**config.mk**
```make
export PLATFORM = sky130hd
export DESIGN_NAME = tkd_top
export DESIGN_NICKNAME = d
export VERILOG_FILES = /design/src/shared/tkd_pkg.sv /design/src/hdl/tkd_top.sv
export VERILOG_INCLUDE_DIRS = /design/src /design/src/shared
export SDC_FILE = /design/constraint.sdc
export NUM_CORES = 1
export LEC_CHECK = 0
export BUFFER_PORTS_ARGS = -buffer_cell sky130_fd_sc_hd__clkbuf_2
export CORE_ASPECT_RATIO = 0.9
export CORE_MARGIN = 1.5
export CORE_UTILIZATION = 45
export CTS_BUF_LIST = sky130_fd_sc_hd__clkbuf_4 sky130_fd_sc_hd__clkbuf_8
export CTS_CLUSTER_DIAMETER = 40
export DETAILED_ROUTE_END_ITERATION = 10
export HOLD_SLACK_MARGIN = 0.15
export SLEW_MARGIN = 20
export SYNTH_ARGS = -nofsm -noshare
export SYNTH_HDL_FRONTEND = slang
export SYNTH_SLANG_ARGS = --single-unit
export TNS_END_PERCENT = 50
```
**constraint.sdc**
```tcl
create_clock -name MCLK -period 14.15 [get_ports MCLK]
set_clock_uncertainty 0.2 [all_clocks]
set_input_delay 1.415 -clock MCLK [delete_from_list [all_inputs] [get_ports MCLK]]
set_output_delay 1.415 -clock MCLK [all_outputs]
set_load 0.02 [all_outputs]
```
**src/shared/tkd_params.svh**
```systemverilog
// Register map, field positions and reset values of the touch key detector
// Function
// - Per-key 7-bit trigger threshold, key zero at 0x30
// - Trigger thresholds accept zero through 127
// - Key triggers when level rises above threshold
// - Current sensed level readable for each key
// - Disabled key ignores touches, others unaffected
// - GPIO-driven key pin forces key enable off
// - Global interrupt enable gates every key interrupt
// - Shield/buzzer/INT/power pin clears key interrupt enable
// - Commanded forced recalibration of a single key
// - Eight per-key noise indicators, high while noisy
// - Programmable noise threshold from zero to 127
// - Change above noise, not trigger, flags noise
// - Sleep wakes only via touch key with wake
`ifndef TKD_PARAMS_SVH
`define TKD_PARAMS_SVH

`define TKD_ADDR_W 8
`define TKD_CTRL_OFS 8'h00
`define TKD_KEY_EN_OFS 8'h04
`define TKD_KEY_INT_EN_OFS 8'h08
`define TKD_WAKE_EN_OFS 8'h0C
`define TKD_CAL_OFS 8'h10
`define TKD_NOISE_TH_OFS 8'h14
`define TKD_PRESS_OFS 8'h18
`define TKD_NOISE_OFS 8'h1C
`define TKD_INT_STAT_OFS 8'h20
`define TKD_INT_MASK_OFS 8'h24
`define TKD_PIN_FN_OFS 8'h28
`define TKD_TRIG_TH_OFS 8'h30
`define TKD_LEVEL_OFS 8'h50

`define TKD_CTRL_GIE_BIT 0
`define TKD_CTRL_SLEEP_BIT 1
`define TKD_PIN_FN_W 3
`define TKD_LEVEL_BASE_LSB 16

`define TKD_TRIG_TH_RST 7'h0F
`define TKD_NOISE_TH_RST 7'h08
`define TKD_KEY_EN_RST 1'b1
`define TKD_INT_EN_RST 1'b0
`define TKD_WAKE_EN_RST 1'b0

`endif

```
**src/shared/tkd_pkg.sv**
```systemverilog
// Types shared by the touch key detector
`default_nettype none

package tkd_pkg;

    typedef enum logic [2:0] {
        PF_TOUCH = 3'h0,
        PF_GPIO_HI = 3'h1,
        PF_GPIO_LO = 3'h2,
        PF_SHIELD = 3'h3,
        PF_INT_OUT = 3'h4,
        PF_BUZZER = 3'h5,
        PF_POWER = 3'h6,
        PF_SPARE = 3'h7
    } tkd_pin_fn_t;

    typedef struct packed {
        logic key_en;
        logic int_en;
        logic wake_en;
        tkd_pin_fn_t fn;
    } tkd_key_cfg_t;

endpackage

`default_nettype wire

```
**src/hdl/tkd_top.sv**
```systemverilog
// Eight-channel capacitive touch detection with register port and interrupt
//
// The strobed register port was chosen for this implementation.
`timescale 1ns/100ps
`default_nettype none
`include "tkd_params.svh"

module tkd_top
    import tkd_pkg::*;
#(
    parameter int NKEY = 8,
    parameter int LVL_W = 8
) (
    input wire logic MCLK,
    input wire logic SRST,
    input wire logic CE,
    input wire logic [`TKD_ADDR_W-1:0] ADDR,
    input wire logic [31:0] WDATA,
    input wire logic WR,
    input wire logic RD,
    output logic [31:0] RDATA,
    input wire logic SAMPLE_VALID,
    input wire logic [$clog2(NKEY)-1:0] SAMPLE_KEY,
    input wire logic [LVL_W-1:0] SAMPLE_LEVEL,
    output logic [NKEY-1:0] KEY_PRESSED,
    output logic [NKEY-1:0] KEY_NOISE,
    output logic [NKEY-1:0] CAL_BUSY,
    output logic SLEEP,
    output logic IRQ
);

    localparam int KW = $clog2(NKEY);

    tkd_key_cfg_t cfg_r [NKEY];
    logic [6:0] trig_th_r [NKEY];
    logic [6:0] noise_th_r;
    logic glob_int_en_r;
    logic sleep_r;
    logic [LVL_W-1:0] base_r [NKEY];
    logic [LVL_W-1:0] level_r [NKEY];
    logic [NKEY-1:0] cal_pend_r;
    logic [NKEY-1:0] pressed_r;
    logic [NKEY-1:0] noise_r;
    logic [NKEY-1:0] key_en_eff;
    logic [NKEY-1:0] int_en_eff;
    logic [NKEY:0] int_stat_r;
    logic [NKEY:0] int_mask_r;
    logic [NKEY:0] int_set;
    logic [31:0] rdata_r;
    logic [31:0] rdata_nxt;

    logic [KW-1:0] k_s;
    logic [LVL_W-1:0] diff_s;
    logic above_s;
    logic trig_s;
    logic noise_s;
    logic wake_ok_s;
    logic live_s;
    logic cal_s;
    logic wake_ev;

    function automatic logic slot_hit(input logic [`TKD_ADDR_W-1:0] addr, input logic [`TKD_ADDR_W-1:0] base);
        logic [`TKD_ADDR_W-1:0] off;
        off = addr - base;
        slot_hit = (addr >= base) && (off[1:0] == 2'h0) && (int'(off[`TKD_ADDR_W-1:2]) < NKEY);
    endfunction

    function automatic logic [KW-1:0] slot_idx(input logic [`TKD_ADDR_W-1:0] addr,
                                               input logic [`TKD_ADDR_W-1:0] base);
        logic [`TKD_ADDR_W-1:0] off;
        off = addr - base;
        slot_idx = off[KW+1:2];
    endfunction

    // Deviation either way, so a dip below baseline can still read as noise
    function automatic logic [LVL_W-1:0] abs_diff(input logic [LVL_W-1:0] a, input logic [LVL_W-1:0] b);
        abs_diff = (a > b) ? a - b : b - a;
    endfunction

    // Pin function overrides the enables software wrote; the raw bits are kept
    always_comb begin
        for (int k = 0; k < NKEY; k++) begin
            key_en_eff[k] = cfg_r[k].key_en;
            int_en_eff[k] = cfg_r[k].int_en;
            case (cfg_r[k].fn)
                PF_GPIO_HI, PF_GPIO_LO: begin
                    key_en_eff[k] = 1'b0;
                end
                PF_SHIELD, PF_INT_OUT, PF_BUZZER, PF_POWER: begin
                    int_en_eff[k] = 1'b0;
                end
                default: begin
                    key_en_eff[k] = cfg_r[k].key_en;
                end
            endcase
        end
    end

    // Evaluation of the sample arriving this cycle against its own key
    always_comb begin
        k_s = SAMPLE_KEY;
        above_s = SAMPLE_LEVEL > base_r[k_s];
        diff_s = abs_diff(SAMPLE_LEVEL, base_r[k_s]);
        trig_s = above_s && (diff_s > LVL_W'(trig_th_r[k_s]));
        noise_s = (diff_s > LVL_W'(noise_th_r)) && !trig_s;
        wake_ok_s = key_en_eff[k_s] && cfg_r[k_s].wake_en && (cfg_r[k_s].fn == PF_TOUCH);
        live_s = key_en_eff[k_s] && (!sleep_r || wake_ok_s);
        cal_s = cal_pend_r[k_s];
        wake_ev = SAMPLE_VALID && sleep_r && wake_ok_s && !cal_s && trig_s;
        int_set = '0;
        if (SAMPLE_VALID && live_s && !cal_s && trig_s && !pressed_r[k_s] &&
            int_en_eff[k_s] && glob_int_en_r) begin
            int_set[k_s] = 1'b1;
        end
        int_set[NKEY] = wake_ev;
    end

    // Per-key configuration and pin function
    always_ff @(posedge MCLK) begin
        if (SRST) begin
            for (int k = 0; k < NKEY; k++) begin
                cfg_r[k] <= '{key_en: `TKD_KEY_EN_RST, int_en: `TKD_INT_EN_RST,
                              wake_en: `TKD_WAKE_EN_RST, fn: PF_TOUCH};
            end
        end else if (CE && WR) begin
            for (int k = 0; k < NKEY; k++) begin
                case (ADDR)
                    `TKD_KEY_EN_OFS: cfg_r[k].key_en <= WDATA[k];
                    `TKD_KEY_INT_EN_OFS: cfg_r[k].int_en <= WDATA[k];
                    `TKD_WAKE_EN_OFS: cfg_r[k].wake_en <= WDATA[k];
                    `TKD_PIN_FN_OFS: cfg_r[k].fn <= tkd_pin_fn_t'(WDATA[`TKD_PIN_FN_W*k +: `TKD_PIN_FN_W]);
                    default: cfg_r[k] <= cfg_r[k];
                endcase
            end
        end
    end

    // Thresholds, full 7-bit range taken as written
    always_ff @(posedge MCLK) begin
        if (SRST) begin
            for (int k = 0; k < NKEY; k++) begin
                trig_th_r[k] <= `TKD_TRIG_TH_RST;
            end
            noise_th_r <= `TKD_NOISE_TH_RST;
        end else if (CE && WR) begin
            if (slot_hit(ADDR, `TKD_TRIG_TH_OFS)) begin
                trig_th_r[slot_idx(ADDR, `TKD_TRIG_TH_OFS)] <= WDATA[6:0];
            end
            if (ADDR == `TKD_NOISE_TH_OFS) begin
                noise_th_r <= WDATA[6:0];
            end
        end
    end

    // Global interrupt enable and sleep; a wake beats a concurrent sleep write
    always_ff @(posedge MCLK) begin
        if (SRST) begin
            glob_int_en_r <= 1'b0;
            sleep_r <= 1'b0;
        end else if (CE) begin
            if (WR && ADDR == `TKD_CTRL_OFS) begin
                glob_int_en_r <= WDATA[`TKD_CTRL_GIE_BIT];
            end
            if (wake_ev) begin
                sleep_r <= 1'b0;
            end else if (WR && ADDR == `TKD_CTRL_OFS) begin
                sleep_r <= WDATA[`TKD_CTRL_SLEEP_BIT];
            end
        end
    end

    // Recalibration requests; every key calibrates once after reset.
    // Result is only sound if nobody touches the pad meanwhile.
    always_ff @(posedge MCLK) begin
        if (SRST) begin
            cal_pend_r <= '1;
        end else if (CE) begin
            for (int k = 0; k < NKEY; k++) begin
                if (WR && ADDR == `TKD_CAL_OFS && WDATA[k]) begin
                    cal_pend_r[k] <= 1'b1;
                end else if (SAMPLE_VALID && int'(k_s) == k) begin
                    cal_pend_r[k] <= 1'b0;
                end
            end
        end
    end

    // Latest level per key and baseline capture
    always_ff @(posedge MCLK) begin
        if (SRST) begin
            for (int k = 0; k < NKEY; k++) begin
                base_r[k] <= '0;
                level_r[k] <= '0;
            end
        end else if (CE && SAMPLE_VALID) begin
            level_r[k_s] <= SAMPLE_LEVEL;
            if (cal_s) begin
                base_r[k_s] <= SAMPLE_LEVEL;
            end
        end
    end

    // Touch and noise state, updated each time the key is sampled
    always_ff @(posedge MCLK) begin
        if (SRST) begin
            pressed_r <= '0;
            noise_r <= '0;
        end else if (CE) begin
            if (SAMPLE_VALID) begin
                if (cal_s || !live_s) begin
                    pressed_r[k_s] <= 1'b0;
                    noise_r[k_s] <= 1'b0;
                end else begin
                    pressed_r[k_s] <= trig_s;
                    noise_r[k_s] <= noise_s;
                end
            end
            // A disabled key drops its state at once, not at its next sample
            for (int k = 0; k < NKEY; k++) begin
                if (!key_en_eff[k]) begin
                    pressed_r[k] <= 1'b0;
                    noise_r[k] <= 1'b0;
                end
            end
        end
    end

    // Sticky interrupt status, write one to clear; a new event beats the clear
    always_ff @(posedge MCLK) begin
        if (SRST) begin
            int_stat_r <= '0;
            int_mask_r <= '0;
        end else if (CE) begin
            if (WR && ADDR == `TKD_INT_STAT_OFS) begin
                int_stat_r <= (int_stat_r & ~WDATA[NKEY:0]) | int_set;
            end else begin
                int_stat_r <= int_stat_r | int_set;
            end
            if (WR && ADDR == `TKD_INT_MASK_OFS) begin
                int_mask_r <= WDATA[NKEY:0];
            end
        end
    end

    // Read mux; key enable views show the effective, pin-forced value
    always_comb begin
        rdata_nxt = '0;
        case (ADDR)
            `TKD_CTRL_OFS: begin
                rdata_nxt[`TKD_CTRL_GIE_BIT] = glob_int_en_r;
                rdata_nxt[`TKD_CTRL_SLEEP_BIT] = sleep_r;
            end
            `TKD_KEY_EN_OFS: rdata_nxt[NKEY-1:0] = key_en_eff;
            `TKD_KEY_INT_EN_OFS: rdata_nxt[NKEY-1:0] = int_en_eff;
            `TKD_WAKE_EN_OFS: begin
                for (int k = 0; k < NKEY; k++) begin
                    rdata_nxt[k] = cfg_r[k].wake_en;
                end
            end
            `TKD_CAL_OFS: rdata_nxt[NKEY-1:0] = cal_pend_r;
            `TKD_NOISE_TH_OFS: rdata_nxt[6:0] = noise_th_r;
            `TKD_PRESS_OFS: rdata_nxt[NKEY-1:0] = pressed_r;
            `TKD_NOISE_OFS: rdata_nxt[NKEY-1:0] = noise_r;
            `TKD_INT_STAT_OFS: rdata_nxt[NKEY:0] = int_stat_r;
            `TKD_INT_MASK_OFS: rdata_nxt[NKEY:0] = int_mask_r;
            `TKD_PIN_FN_OFS: begin
                for (int k = 0; k < NKEY; k++) begin
                    rdata_nxt[`TKD_PIN_FN_W*k +: `TKD_PIN_FN_W] = cfg_r[k].fn;
                end
            end
            default: begin
                if (slot_hit(ADDR, `TKD_TRIG_TH_OFS)) begin
                    rdata_nxt[6:0] = trig_th_r[slot_idx(ADDR, `TKD_TRIG_TH_OFS)];
                end else if (slot_hit(ADDR, `TKD_LEVEL_OFS)) begin
                    rdata_nxt[LVL_W-1:0] = level_r[slot_idx(ADDR, `TKD_LEVEL_OFS)];
                    rdata_nxt[`TKD_LEVEL_BASE_LSB +: LVL_W] = base_r[slot_idx(ADDR, `TKD_LEVEL_OFS)];
                end
            end
        endcase
    end

    // Read data stand only in the cycle after the strobe, zero otherwise
    always_ff @(posedge MCLK) begin
        if (SRST) begin
            rdata_r <= '0;
        end else if (CE) begin
            if (RD) begin
                rdata_r <= rdata_nxt;
            end else begin
                rdata_r <= 32'h0000_0000;
            end
        end
    end

    assign RDATA = rdata_r;
    assign KEY_PRESSED = pressed_r;
    assign KEY_NOISE = noise_r;
    assign CAL_BUSY = cal_pend_r;
    assign SLEEP = sleep_r;
    // Level interrupt; stays up until software clears the status bit or its mask bit
    assign IRQ = |(int_stat_r & int_mask_r);

endmodule

`default_nettype wire

```
# Yosys cells after proc, flatten, opt, wreduce, memory -nomap -nowiden
# Memory sizes are Yosys's and may differ from the RTL's.
# Cells that the tools add are included.
# classes
reduce_logical	107
n_bitwise	72
muxes	189
order_cmp	10
n_addsub	4
n_eq_ne	73
# ops
cell	n
1-bit 2-to-1 mux	141
8-bit 2-to-1 mux	11
3-bit equality test, second input constant	28
1-bit OR	64
3-bit 2-to-1 mux	19
5-bit one-hot mux with 11 select lines	1
3-bit by 2-bit equality test with 1-bit output, second input constant	18
1-bit logical AND	43
2-bit AND reduction	20
4-bit OR reduction	9
8-bit by 5-bit equality test with 1-bit output, second input constant	4
3-bit by 1-bit equality test with 1-bit output, second input constant	9
8-bit by 6-bit equality test with 1-bit output, second input constant	3
24-bit 2-to-1 mux	1
2-bit one-hot mux with 11 select lines	1
7-bit 2-to-1 mux	3
9-bit bitwise AND	2
9-bit OR	2
2-bit nonzero test	9
2-bit OR reduction	9
8-bit bitwise AND	2
8-bit bitwise mux	2
8-bit by 4-bit equality test with 1-bit output, second input constant	2
8-bit by 7-bit > comparator with 1-bit output	2
other kinds (29)	50
# totals
n_memories	4
inputBits	57
regBits	83
mem_bits_rw	232
# mem_list
memory	depth	width	read_ports	rd_ports_with_merged_regs	write_ports	line_no	text
base_r	8	8	2	0	8	tkd_top.sv:39	logic [LVL_W-1:0] base_r [NKEY];
level_r	8	8	1	0	8	tkd_top.sv:40	logic [LVL_W-1:0] level_r [NKEY];
trig_th_r	8	7	2	0	8	tkd_top.sv:35	logic [6:0] trig_th_r [NKEY];
cfg_r	8	6	9	0	8	tkd_top.sv:34	tkd_key_cfg_t cfg_r [NKEY];

# Logic depth before layout (Yosys ltp)
# Gate-level depths: netlist (run 1).
# An unclocked memory read counts as a cell.
# logic_depth
depth_word	19
ltp_mapped	24

# Worst setup path before layout (run 1)
# Ideal clock, no wire load.
# synth_timing
path_type	in2reg
start	input port SAMPLE_KEY[0]
end	register noise_r[6], in the netlist KEY_NOISE[6]
required_time_ns	13.849
path_slack_ns	7.000
n_path_buf	5
t_arrival_ns	6.849
path_stages	21
path_cell_list	buf_6 -> clkbuf_1 -> buf_2 -> mux4_2 -> mux2i_1 -> inv_1 -> ha_1 -> buf_2 -> nand3_1 -> o211a_1 -> o22ai_1 -> buf_2 -> mux2_2 -> a2111oi_0 -> xnor2_1 -> ha_1 -> nand4_1 -> a221o_1 -> or4_1 -> o32a_1 -> o41ai_1
# synth_between
elab_chain_len	11
# synth_rtl
element	line_no	text
start: declaration	tkd_top.sv:23	input wire logic [$clog2(NKEY)-1:0] SAMPLE_KEY,
memory read 8 x 8 bit / 1-bit binary-select mux with 3-bit select (equally long branches)	n/a	
8-bit subtractor (tied with other cells)	tkd_top.sv:77	abs_diff = (a > b) ? a - b : b - a;
8-bit 2-to-1 mux / 1-bit logical AND (equally long branches)	tkd_top.sv:77, tkd_top.sv:106	
8-bit by 7-bit > comparator with 1-bit output / 1-bit logical AND (equally long branches)	tkd_top.sv:104, tkd_top.sv:106	
1-bit logical AND / 1-bit logical OR (equally long branches)	tkd_top.sv:104, tkd_top.sv:107	
1-bit logical NOT / 1-bit logical AND (equally long branches)	tkd_top.sv:105, tkd_top.sv:107	
1-bit logical AND / 1-bit logical NOT (equally long branches)	tkd_top.sv:105, tkd_top.sv:210	
8-bit bitwise mux / 1-bit logical OR (equally long branches)	tkd_top.sv:215, tkd_top.sv:210	
8-bit 2-to-1 mux *	tkd_top.sv:210	if (cal_s || !live_s) begin
8-bit 2-to-1 mux *	tkd_top.sv:209	if (SAMPLE_VALID) begin
1-bit 2-to-1 mux *	tkd_top.sv:220	if (!key_en_eff[k]) begin
end signal: indexed assignment	tkd_top.sv:215	noise_r[k_s] <= noise_s;
end: declaration	tkd_top.sv:43	logic [NKEY-1:0] noise_r;
# Every way passes the cells marked *; elsewhere a longest branch is shown, timed or not. The select of a mux whose other input is x is not followed.
# A chain may end at the register's enable or synchronous reset.

# Final worst setup path (run 1)
# layout_timing
start	input port SAMPLE_KEY[0]
end	register noise_r[7], in the netlist KEY_NOISE[7]
# The elaborated chain is that of the path after synthesis.

==> impl_metrics.prom, run 1 <==
# TYPE chip_impl_metric gauge
chip_impl_info{name="run_status",value="finished, final reports clean"} 1
chip_impl_metric{name="design.portCount",unit=""} 115
chip_impl_metric{name="vias_per_cell",unit=""} 6.250
chip_impl_metric{name="ys.warnings.count",unit=""} 0
chip_impl_metric{name="floorplan.die_area",unit="µm²"} 38360
chip_impl_metric{name="post_cts.resized_instances",unit=""} 0
chip_impl_metric{name="post_drt_wl_per_cell",unit="µm"} 26.54
chip_impl_metric{name="tns",unit="ns"} 0
chip_impl_metric{name="routabilityCongestion",unit=""} 0.9927
chip_impl_metric{name="post-route-period-util",unit="%"} 53.79
chip_impl_metric{name="use_met3",unit="%"} 5.707
chip_impl_metric{name="cts.clk_slew.worst_paths",unit="ns"} 0.06
chip_impl_info{name="grt_busiest_layer",value="met2"} 1
chip_impl_metric{name="fmax",unit="MHz"} 131.4
chip_impl_info{name="worstPathCellList",value="buf_4 > mux4_2 > mux2i_1 > inv_1 > ha_1 > nand3_1 > o211a_1 > o22ai_1 > buf_4 > mux2_2 > a2111oi_0 > xnor2_1 > ha_1 > nand4_1 > a221o_1 > or4_1 > o32a_1 > o41ai_1"} 1
chip_impl_info{name="worst_path_class_setup",value="input port to flip-flop"} 1
chip_impl_info{name="synth-main-ff-cell",value="sky130_fd_sc_hd__edfxtp_1"} 1
chip_impl_metric{name="floorplan.initialDensity",unit="%"} 45.96
chip_impl_info{name="hold_path.class",value="flip-flop to flip-flop"} 1
chip_impl_metric{name="cts_buffer_depth",unit=""} 3
chip_impl_metric{name="num_vias",unit=""} 13060
chip_impl_metric{name="syn_area_per_cell",unit="µm²"} 11.16
chip_impl_metric{name="setup_violations",unit=""} 0
chip_impl_metric{name="crit_path_max_fanout",unit=""} 30
chip_impl_metric{name="wl",unit="mm"} 55.45
chip_impl_info{name="r2r-start",value="base_r[3][5]"} 1
chip_impl_metric{name="gr-total-overflow",unit=""} 0
chip_impl_metric{name="fin_hold_ws",unit="ns"} 0.2671
chip_impl_info{name="timing.critical_path.from_type",value="input port"} 1
chip_impl_info{name="post_synth_main_area_contributors",value="sky130_fd_sc_hd__edfxtp_1 (42%), sky130_fd_sc_hd__mux4_2 (11%), sky130_fd_sc_hd__dfxtp_1 (9.0%)"} 1
chip_impl_metric{name="dieWidth",unit="µm"} 206.3
chip_impl_metric{name="layout_area_overhead",unit="%"} 12.26
chip_impl_metric{name="number_of_antenna_violations_at_the_first_check_in_global_routing",unit=""} 1
chip_impl_metric{name="power.density",unit="nW/µm²"} 122.4
chip_impl_metric{name="grt_start_max_net_pins",unit=""} 73
chip_impl_metric{name="io_buffers",unit=""} 98
chip_impl_metric{name="worst_path_bufs_invs",unit=""} 3
chip_impl_metric{name="grt_pass1_vias",unit=""} 12700
chip_impl_info{name="timing.hold.worst.start",value="noise_th_r[1]"} 1
chip_impl_info{name="nature_of_the_critical_path_endpoint",value="flip-flop"} 1
chip_impl_metric{name="utilization",unit="%"} 51.60
chip_impl_metric{name="holdBufCountCts",unit=""} 0
chip_impl_metric{name="worst_path_largest_cell_delay",unit="ns"} 0.70
chip_impl_metric{name="hold_viol_final",unit=""} 0
chip_impl_metric{name="yosys_register_bits",unit=""} 307
chip_impl_metric{name="async_flop_share",unit="%"} 0
chip_impl_info{name="clock_tree_from_tritoncts",value="done"} 1
chip_impl_metric{name="crit_required",unit="ns"} 14.43
chip_impl_metric{name="use_met1",unit="%"} 40.83
chip_impl_metric{name="edff_count_synth",unit=""} 232
chip_impl_metric{name="critPathArrivalTime",unit="ns"} 7.89
chip_impl_metric{name="antennaDiodeCount",unit=""} 0
chip_impl_metric{name="postCtsSetupRepairBufs",unit=""} 0
chip_impl_metric{name="min_period",unit="ns"} 7.611
chip_impl_metric{name="worst-slew-pin-transition",unit="ns"} 1.272
chip_impl_metric{name="coreArea",unit="µm²"} 36420
chip_impl_info{name="clock_tree.root_cell",value="sky130_fd_sc_hd__clkbuf_8"} 1
chip_impl_info{name="synthDominantAreaCellType",value="sky130_fd_sc_hd__edfxtp_1"} 1
chip_impl_metric{name="report.power.total",unit="µW"} 2300
chip_impl_metric{name="maxCapViolCount",unit=""} 0
chip_impl_metric{name="sequential_area_share_after_synthesis",unit="%"} 50.59
chip_impl_metric{name="slew-limit-headroom",unit="%"} 14.29
chip_impl_metric{name="clock_sinks",unit=""} 307
chip_impl_metric{name="power_leakage",unit="µW"} 0.006807
chip_impl_metric{name="finish.net_count",unit=""} 1661
chip_impl_metric{name="synth_largest_type_area_fraction",unit="%"} 41.62
chip_impl_metric{name="route.detailed.drc",unit=""} 0
chip_impl_metric{name="grt_pass1_wl",unit="mm"} 81.42
chip_impl_info{name="rsz_0062_raised_after_global_routing",value="false"} 1
chip_impl_metric{name="drt_pass1_iterations",unit=""} 8
chip_impl_metric{name="placementRows",unit=""} 66
chip_impl_info{name="critPathTopFamily",value="compound AO/OA/AOI/OAI gates"} 1
chip_impl_metric{name="half_perimeter_wire_length_of_the_detailed_placement_result",unit="mm"} 38.48
chip_impl_metric{name="syn-instance-count",unit=""} 1500
chip_impl_metric{name="cts_htree_levels",unit=""} 2
chip_impl_metric{name="final_max_slew_viol_count",unit=""} 0
chip_impl_metric{name="met2_usage",unit="%"} 45.44
chip_impl_metric{name="vdd_drop_max",unit="mV"} 0.06940
chip_impl_metric{name="clock_insertion_delay_worst_skew",unit="ns"} 0.62
chip_impl_metric{name="chipHeight",unit="µm"} 186.0
chip_impl_metric{name="fraction_of_final_layout_cells_with_drive_strength_greater_than_1",unit="%"} 20.21
chip_impl_info{name="synth_most_common_cell",value="sky130_fd_sc_hd__edfxtp_1"} 1
chip_impl_metric{name="synth_cell_types",unit=""} 77
chip_impl_metric{name="drt.antenna.violating_nets",unit=""} 0
chip_impl_info{name="top_cell_types_by_occurrence_after_synthesis",value="sky130_fd_sc_hd__edfxtp_1 (232), sky130_fd_sc_hd__nor2_1 (193), sky130_fd_sc_hd__nand2_1 (149)"} 1
chip_impl_info{name="crit_path_top_delay_cell",value="sky130_fd_sc_hd__a2111oi_0"} 1
chip_impl_metric{name="inserted_clock_buffers",unit=""} 55
chip_impl_metric{name="detail_route.iter0.violations",unit=""} 1435
chip_impl_metric{name="syn-cell-area",unit="µm²"} 16740
chip_impl_metric{name="grt.total_usage",unit="%"} 29.23
chip_impl_info{name="setup.worst_path.start",value="SAMPLE_KEY[0]"} 1
==> stage by stage <==
| stage | setup slack [ns] | cell area, µm² | cells |
|---|---|---|---|
| 2_1_floorplan | 7.000 | 16760 | 1507 |
| 3_3_place_gp | 6.066 | 17520 | 1987 |
| 3_5_place_dp | 5.998 | 17530 | 1987 |
| 4_1_cts | 6.616 | 18790 | 2089 |
| 5_1_grt | 6.157 | 18790 | 2089 |
| 6_report | 6.539 | 18790 | 2089 |
==> cells in the final DEF (no fill, tap or decap), types with 11 or more instances in the layout <==
cell type,Yosys,layout
sky130_fd_sc_hd__and3_1,25,25
sky130_fd_sc_hd__buf_4,8,23
sky130_fd_sc_hd__nand3b_1,12,12
sky130_fd_sc_hd__mux2i_1,46,46
sky130_fd_sc_hd__and2_1,42,42
sky130_fd_sc_hd__edfxtp_1,232,232
sky130_fd_sc_hd__a21oi_1,56,56
sky130_fd_sc_hd__nand3_1,57,57
sky130_fd_sc_hd__a22oi_1,25,25
sky130_fd_sc_hd__inv_1,32,32
sky130_fd_sc_hd__nand2_1,149,149
sky130_fd_sc_hd__clkinv_1,10,17
sky130_fd_sc_hd__clkbuf_8,0,66
sky130_fd_sc_hd__nor2b_1,23,23
sky130_fd_sc_hd__o22ai_1,11,11
sky130_fd_sc_hd__nor2_1,193,193
sky130_fd_sc_hd__mux4_2,81,81
sky130_fd_sc_hd__clkbuf_4,0,18
sky130_fd_sc_hd__or2_2,12,12
sky130_fd_sc_hd__o31ai_1,26,25
sky130_fd_sc_hd__nor3_1,17,16
sky130_fd_sc_hd__xnor2_1,11,11
sky130_fd_sc_hd__ha_1,34,34
sky130_fd_sc_hd__o21ai_0,43,43
sky130_fd_sc_hd__dfxtp_1,75,75
sky130_fd_sc_hd__clkbuf_2,0,94
==> sequential cells by signal (all words and copies together) (netlist names) <==
signal,count
base_r,64
level_r,64
trig_th_r,56
cfg_r,48
RDATA,24
int_mask_r,9
int_stat_r,9
CAL_BUSY,8
KEY_NOISE,8
KEY_PRESSED,8
noise_th_r,7
SLEEP,1
glob_int_en_r,1
==> worst register-to-register path: cells and delay by family, from the launching register on <==
family	cells	cell delay, ns
multiplexers	3	1.20
buffers and inverters	2	0.31
flip-flops	1	0.38
AND/OR/NAND/NOR	3	0.89
AO/OA/AOI/OAI	6	2.36
XOR/XNOR	1	0.19
adder cells (fa/ha/maj)	2	0.83
==> final timing paths <==
path	endpoint	slack (ns)	cells past startpoint
worst max-delay path	KEY_NOISE[7]	6.54	18
worst max register to register	KEY_NOISE[7]	7.68	17
worst min register to register	noise_th_r[1]	0.27	2
worst min-delay path	noise_th_r[1]	0.27	2
==> where the power goes <==
group | switching [µW] | internal, µW
Clock | 390 | 562
Combinational | 205 | 117
Sequential | 21.6 | 1010
==> cells by family after synthesis <==
family / count (synthesis) / synth area share, %
fa+ha+maj: 36 / 2.781
buf+inv: 157 / 3.902
flops: 307 / 50.59
simple gates: 579 / 16.40
other cells: 1 / 0.02240
mux: 139 / 14.57
xor+xnor: 11 / 0.5756
compound gates: 270 / 11.16
==> layer usage <==
metal  share of wire, %  up-vias
met5              0.020        -
met4                3.4        2
met3                9.3      126
met2                 45      640
met1                 42     6517
li1                   -     5771
==> area by class of cell <==
class	instances	area, µm²
clock buffer	84	1044
clock inverter	18	217.7
fill	3326	17630
inverter	43	161.4
multi-input combinational	1043	7656
sequential	307	8468
tap	476	595.6
timing repair buffer	118	648.1
Power figures use the tool's default switching activity.
==> run 2: changes to the inputs <==
- ABC_AREA: not set -> 1
- clock period: 14.15 -> 7.3 ns (I/O delays scaled with it)
==> run 2 against run 1 <==
Wire length up 7.7%. Sequential power is 93% higher. Worst setup slack worse by 5.1 ns. Utilization shrank 0.31 points. Critical path depth is 10 higher. Critical path type unchanged.
==> impl_metrics.prom, run 2 <==
# TYPE chip_impl_metric gauge
chip_impl_metric{name="cts_buffer_depth",unit=""} 3
chip_impl_info{name="timing.critical_path.from_type",value="input port"} 1
chip_impl_info{name="worst_path_class_setup",value="input port to flip-flop"} 1
chip_impl_info{name="mostFrequentLayoutCells",value="sky130_fd_sc_hd__nand2_1 (367), sky130_fd_sc_hd__nor2_1 (295), sky130_fd_sc_hd__edfxtp_1 (232), sky130_fd_sc_hd__inv_1 (198), sky130_fd_sc_hd__o21ai_0 (159)"} 1
chip_impl_metric{name="grt_pass1_wl",unit="mm"} 87.98
chip_impl_metric{name="sequential_area_share_after_synthesis",unit="%"} 51.74
chip_impl_info{name="reg2reg_to",value="int_stat_r[2]"} 1
chip_impl_metric{name="cts_htree_levels",unit=""} 2
chip_impl_metric{name="async_flop_share",unit="%"} 0
chip_impl_metric{name="crit_required",unit="ns"} 7.68
chip_impl_metric{name="hold-path-cell-count",unit=""} 3
chip_impl_metric{name="inserted_clock_buffers",unit=""} 56
chip_impl_info{name="rsz_0062_raised_after_global_routing",value="false"} 1
chip_impl_metric{name="route.detailed.drc",unit=""} 0
chip_impl_metric{name="tns",unit="ns"} 0
chip_impl_info{name="clock_tree.root_cell",value="sky130_fd_sc_hd__clkbuf_8"} 1
chip_impl_metric{name="postCtsSetupRepairBufs",unit=""} 0
chip_impl_metric{name="io_buffers",unit=""} 98
chip_impl_metric{name="grt.total_usage",unit="%"} 31.82
chip_impl_metric{name="power_leakage",unit="µW"} 0.007286
chip_impl_metric{name="fmax",unit="MHz"} 170.2
chip_impl_metric{name="coreArea",unit="µm²"} 36000
chip_impl_metric{name="edff_count_synth",unit=""} 232
chip_impl_metric{name="floorplan.initialDensity",unit="%"} 45.46
chip_impl_metric{name="drt.antenna.violating_nets",unit=""} 0
chip_impl_metric{name="post_cts.resized_instances",unit=""} 0
chip_impl_metric{name="finish.net_count",unit=""} 2142
chip_impl_metric{name="power.density",unit="nW/µm²"} 236.8
chip_impl_metric{name="chipHeight",unit="µm"} 183.9
chip_impl_metric{name="min_period",unit="ns"} 5.874
chip_impl_metric{name="layout_area_overhead",unit="%"} 12.82
chip_impl_metric{name="clock_sinks",unit=""} 307
chip_impl_metric{name="maxCapViolCount",unit=""} 0
chip_impl_metric{name="num_vias",unit=""} 15070
chip_impl_metric{name="design.portCount",unit=""} 115
chip_impl_metric{name="dieWidth",unit="µm"} 204.0
chip_impl_info{name="synth-main-ff-cell",value="sky130_fd_sc_hd__edfxtp_1"} 1
chip_impl_metric{name="vdd_drop_max",unit="mV"} 0.1703
chip_impl_info{name="reg_top3",value="base_r (64), level_r (64), trig_th_r (56)"} 1
chip_impl_metric{name="slew-limit-headroom",unit="%"} 36.82
chip_impl_metric{name="syn_area_per_cell",unit="µm²"} 8.350
chip_impl_info{name="timing.hold.worst.start",value="WDATA[10]"} 1
chip_impl_metric{name="post-route-period-util",unit="%"} 80.47
chip_impl_metric{name="half_perimeter_wire_length_of_the_detailed_placement_result",unit="mm"} 41.58
chip_impl_metric{name="grt_pass1_vias",unit=""} 14270
chip_impl_metric{name="hold_viol_final",unit=""} 0
chip_impl_metric{name="gr-total-overflow",unit=""} 0
chip_impl_info{name="mostFrequentLayoutCell",value="sky130_fd_sc_hd__nand2_1"} 1
chip_impl_metric{name="wl",unit="mm"} 59.71
chip_impl_info{name="hold_path.class",value="input port to flip-flop"} 1
chip_impl_info{name="run_status",value="finished, final reports clean"} 1
chip_impl_info{name="synth_most_common_cell",value="sky130_fd_sc_hd__nand2_1"} 1
chip_impl_info{name="r2r-start",value="base_r[4][1]"} 1
chip_impl_metric{name="setup.reg_to_reg.worst_slack",unit="ns"} 1.84
chip_impl_metric{name="clock_insertion_delay_worst_skew",unit="ns"} 0.65
chip_impl_info{name="clock_tree_from_tritoncts",value="done"} 1
chip_impl_metric{name="ys.warnings.count",unit=""} 0
chip_impl_metric{name="syn-cell-area",unit="µm²"} 16370
chip_impl_metric{name="grt_start_max_net_pins",unit=""} 61
chip_impl_metric{name="timing.reg2reg.worst_path_depth",unit=""} 28
chip_impl_metric{name="final_max_slew_viol_count",unit=""} 0
chip_impl_metric{name="fraction_of_final_layout_cells_with_drive_strength_greater_than_1",unit="%"} 12.03
chip_impl_metric{name="post_drt_wl_per_cell",unit="µm"} 23.23
chip_impl_metric{name="placementRows",unit=""} 66
chip_impl_metric{name="syn-instance-count",unit=""} 1960
chip_impl_info{name="timing.hold.worst_endpoint",value="cfg_r[3][1]"} 1
chip_impl_metric{name="worst_slack",unit="ns"} 1.426
chip_impl_metric{name="routabilityCongestion",unit=""} 0.9910
chip_impl_info{name="nature_of_the_critical_path_endpoint",value="flip-flop"} 1
chip_impl_metric{name="yosys_register_bits",unit=""} 307
chip_impl_metric{name="synth_largest_type_area_fraction",unit="%"} 42.57
chip_impl_info{name="top_cell_types_by_occurrence_after_synthesis",value="sky130_fd_sc_hd__nand2_1 (367), sky130_fd_sc_hd__nor2_1 (295), sky130_fd_sc_hd__edfxtp_1 (232)"} 1
chip_impl_metric{name="setup_violations",unit=""} 0
chip_impl_metric{name="synth_cell_types",unit=""} 52
chip_impl_metric{name="crit_path_max_fanout",unit=""} 24
chip_impl_metric{name="vias_per_cell",unit=""} 5.863
chip_impl_metric{name="cts.clk_slew.worst_paths",unit="ns"} 0.06
chip_impl_metric{name="floorplan.die_area",unit="µm²"} 37530
chip_impl_info{name="synthDominantAreaCellType",value="sky130_fd_sc_hd__edfxtp_1"} 1
chip_impl_metric{name="worst-slew-pin-transition",unit="ns"} 0.9467
chip_impl_metric{name="drt_pass1_iterations",unit=""} 5
chip_impl_metric{name="pre_cts_ws",unit="ns"} 0.9882
chip_impl_metric{name="antennaDiodeCount",unit=""} 0
chip_impl_metric{name="detail_route.iter0.violations",unit=""} 1718
chip_impl_metric{name="critPathArrivalTime",unit="ns"} 6.25
chip_impl_info{name="post_synth_main_area_contributors",value="sky130_fd_sc_hd__edfxtp_1 (43%), sky130_fd_sc_hd__dfxtp_1 (9.2%), sky130_fd_sc_hd__nand2_1 (8.4%)"} 1
chip_impl_metric{name="number_of_antenna_violations_at_the_first_check_in_global_routing",unit=""} 0
[run 2: changes by cell type after synthesis, moves of 50 or more]
cell	delta
sky130_fd_sc_hd__a21oi_1	+50
sky130_fd_sc_hd__inv_1	+167
sky130_fd_sc_hd__o21ai_0	+118
sky130_fd_sc_hd__nand2_1	+218
sky130_fd_sc_hd__o22ai_1	+96
sky130_fd_sc_hd__mux4_2	-81
sky130_fd_sc_hd__nor2_1	+102
[run 2: cell type report]
class,instances,area (µm²)
timing repair buffer,129,735.7
clock inverter,30,276.5
fill,3532,17540
multi-input combinational,1334,6629
inverter,221,829.5
clock buffer,74,930.9
sequential,307,8468
tap,476,595.6
[run 2: metrics by stage]
step	util, %	cell area (µm²)	total power, µW	instances	hold slack, ns
2_1_floorplan	-	16390	2393	1967	0.2394
3_3_place_gp	47.79	17210	2606	2462	0.2538
3_5_place_dp	47.79	17210	2610	2462	0.2573
4_1_cts	51.29	18470	4376	2571	0.1543
5_1_grt	51.29	18470	4529	2571	0.1684
6_report	51.29	18470	4373	2571	0.1815
[run 2: worst max path at each step]
stage,cells past startpoint,slack (ns),to,start
floorplan,33,2.54,int_stat_r[0],SAMPLE_KEY[1]
global placement,28,1.02,int_stat_r[2],SAMPLE_KEY[0]
detailed placement,28,0.99,int_stat_r[2],SAMPLE_KEY[0]
CTS,28,1.65,int_stat_r[2],SAMPLE_KEY[0]
global route,28,1.03,int_stat_r[0],SAMPLE_KEY[0]
finish,28,1.43,int_stat_r[2],SAMPLE_KEY[0]
[run 2: report_power, final]
group / switching (µW) / total, µW / internal [µW]
sequential: 40.1 / 1990 / 1950
clock: 790 / 1780 / 985
combinational: 445 / 608 / 163
total: 1280 / 4370 / 3100
[run 2: critical path, cell delays in order]
cell                       delay (ns)
sky130_fd_sc_hd__clkbuf_2        0.23
sky130_fd_sc_hd__nor2_4          0.69
sky130_fd_sc_hd__a22o_1          0.27
sky130_fd_sc_hd__a221oi_1        0.05
sky130_fd_sc_hd__o21ai_0         0.36
sky130_fd_sc_hd__ha_1            0.40
sky130_fd_sc_hd__nand2_1         0.10
sky130_fd_sc_hd__nand2_1         0.06
sky130_fd_sc_hd__a21oi_1         0.31
sky130_fd_sc_hd__nand2_1         0.09
sky130_fd_sc_hd__o21ai_1         0.32
sky130_fd_sc_hd__nand3_1         0.20
sky130_fd_sc_hd__o221ai_1        0.22
sky130_fd_sc_hd__xor2_1          0.31
sky130_fd_sc_hd__inv_1           0.13
sky130_fd_sc_hd__ha_1            0.31
sky130_fd_sc_hd__nand2_1         0.07
sky130_fd_sc_hd__inv_1           0.05
sky130_fd_sc_hd__nand2_1         0.05
sky130_fd_sc_hd__nand2_1         0.05
sky130_fd_sc_hd__nand2_1         0.04
sky130_fd_sc_hd__nand2_1         0.05
sky130_fd_sc_hd__nand2_1         0.11
sky130_fd_sc_hd__nand2_1         0.14
sky130_fd_sc_hd__nand2_4         0.10
sky130_fd_sc_hd__nor2_2          0.44
sky130_fd_sc_hd__nand3_1         0.18
sky130_fd_sc_hd__a21oi_1         0.17
[run 2: logic make-up (layout without fill, tap and decap cells)]
group | count (synthesis) | count (layout) | synth area share [%]
and+or+nand+nor | 819 | 819 | 20.44
other | 1 | 8 | 0.02291
xor gates and xnor gates | 8 | 8 | 0.4281
DFF | 307 | 307 | 51.74
adders and majority gates | 36 | 36 | 2.844
AOI/OAI and AO/OA | 463 | 463 | 16.57
buffers and inverters | 326 | 454 | 7.950
[run 2: metal layers]
layer	GRT usage (%)	vias up	share of wire, %
met2	46.75	892	43
met5	0	-	0
met3	8.065	143	11
met4	13.29	0	4.0
met1	44.56	7152	43
li1	-	6887	-
[run 2: repair_timing]
action / 4_1_cts / 5_1_grt
setup endpoints to repair: 0 / 0
endpoints found under the hold margin: 5 / 0
hold buffers: 5 / 0
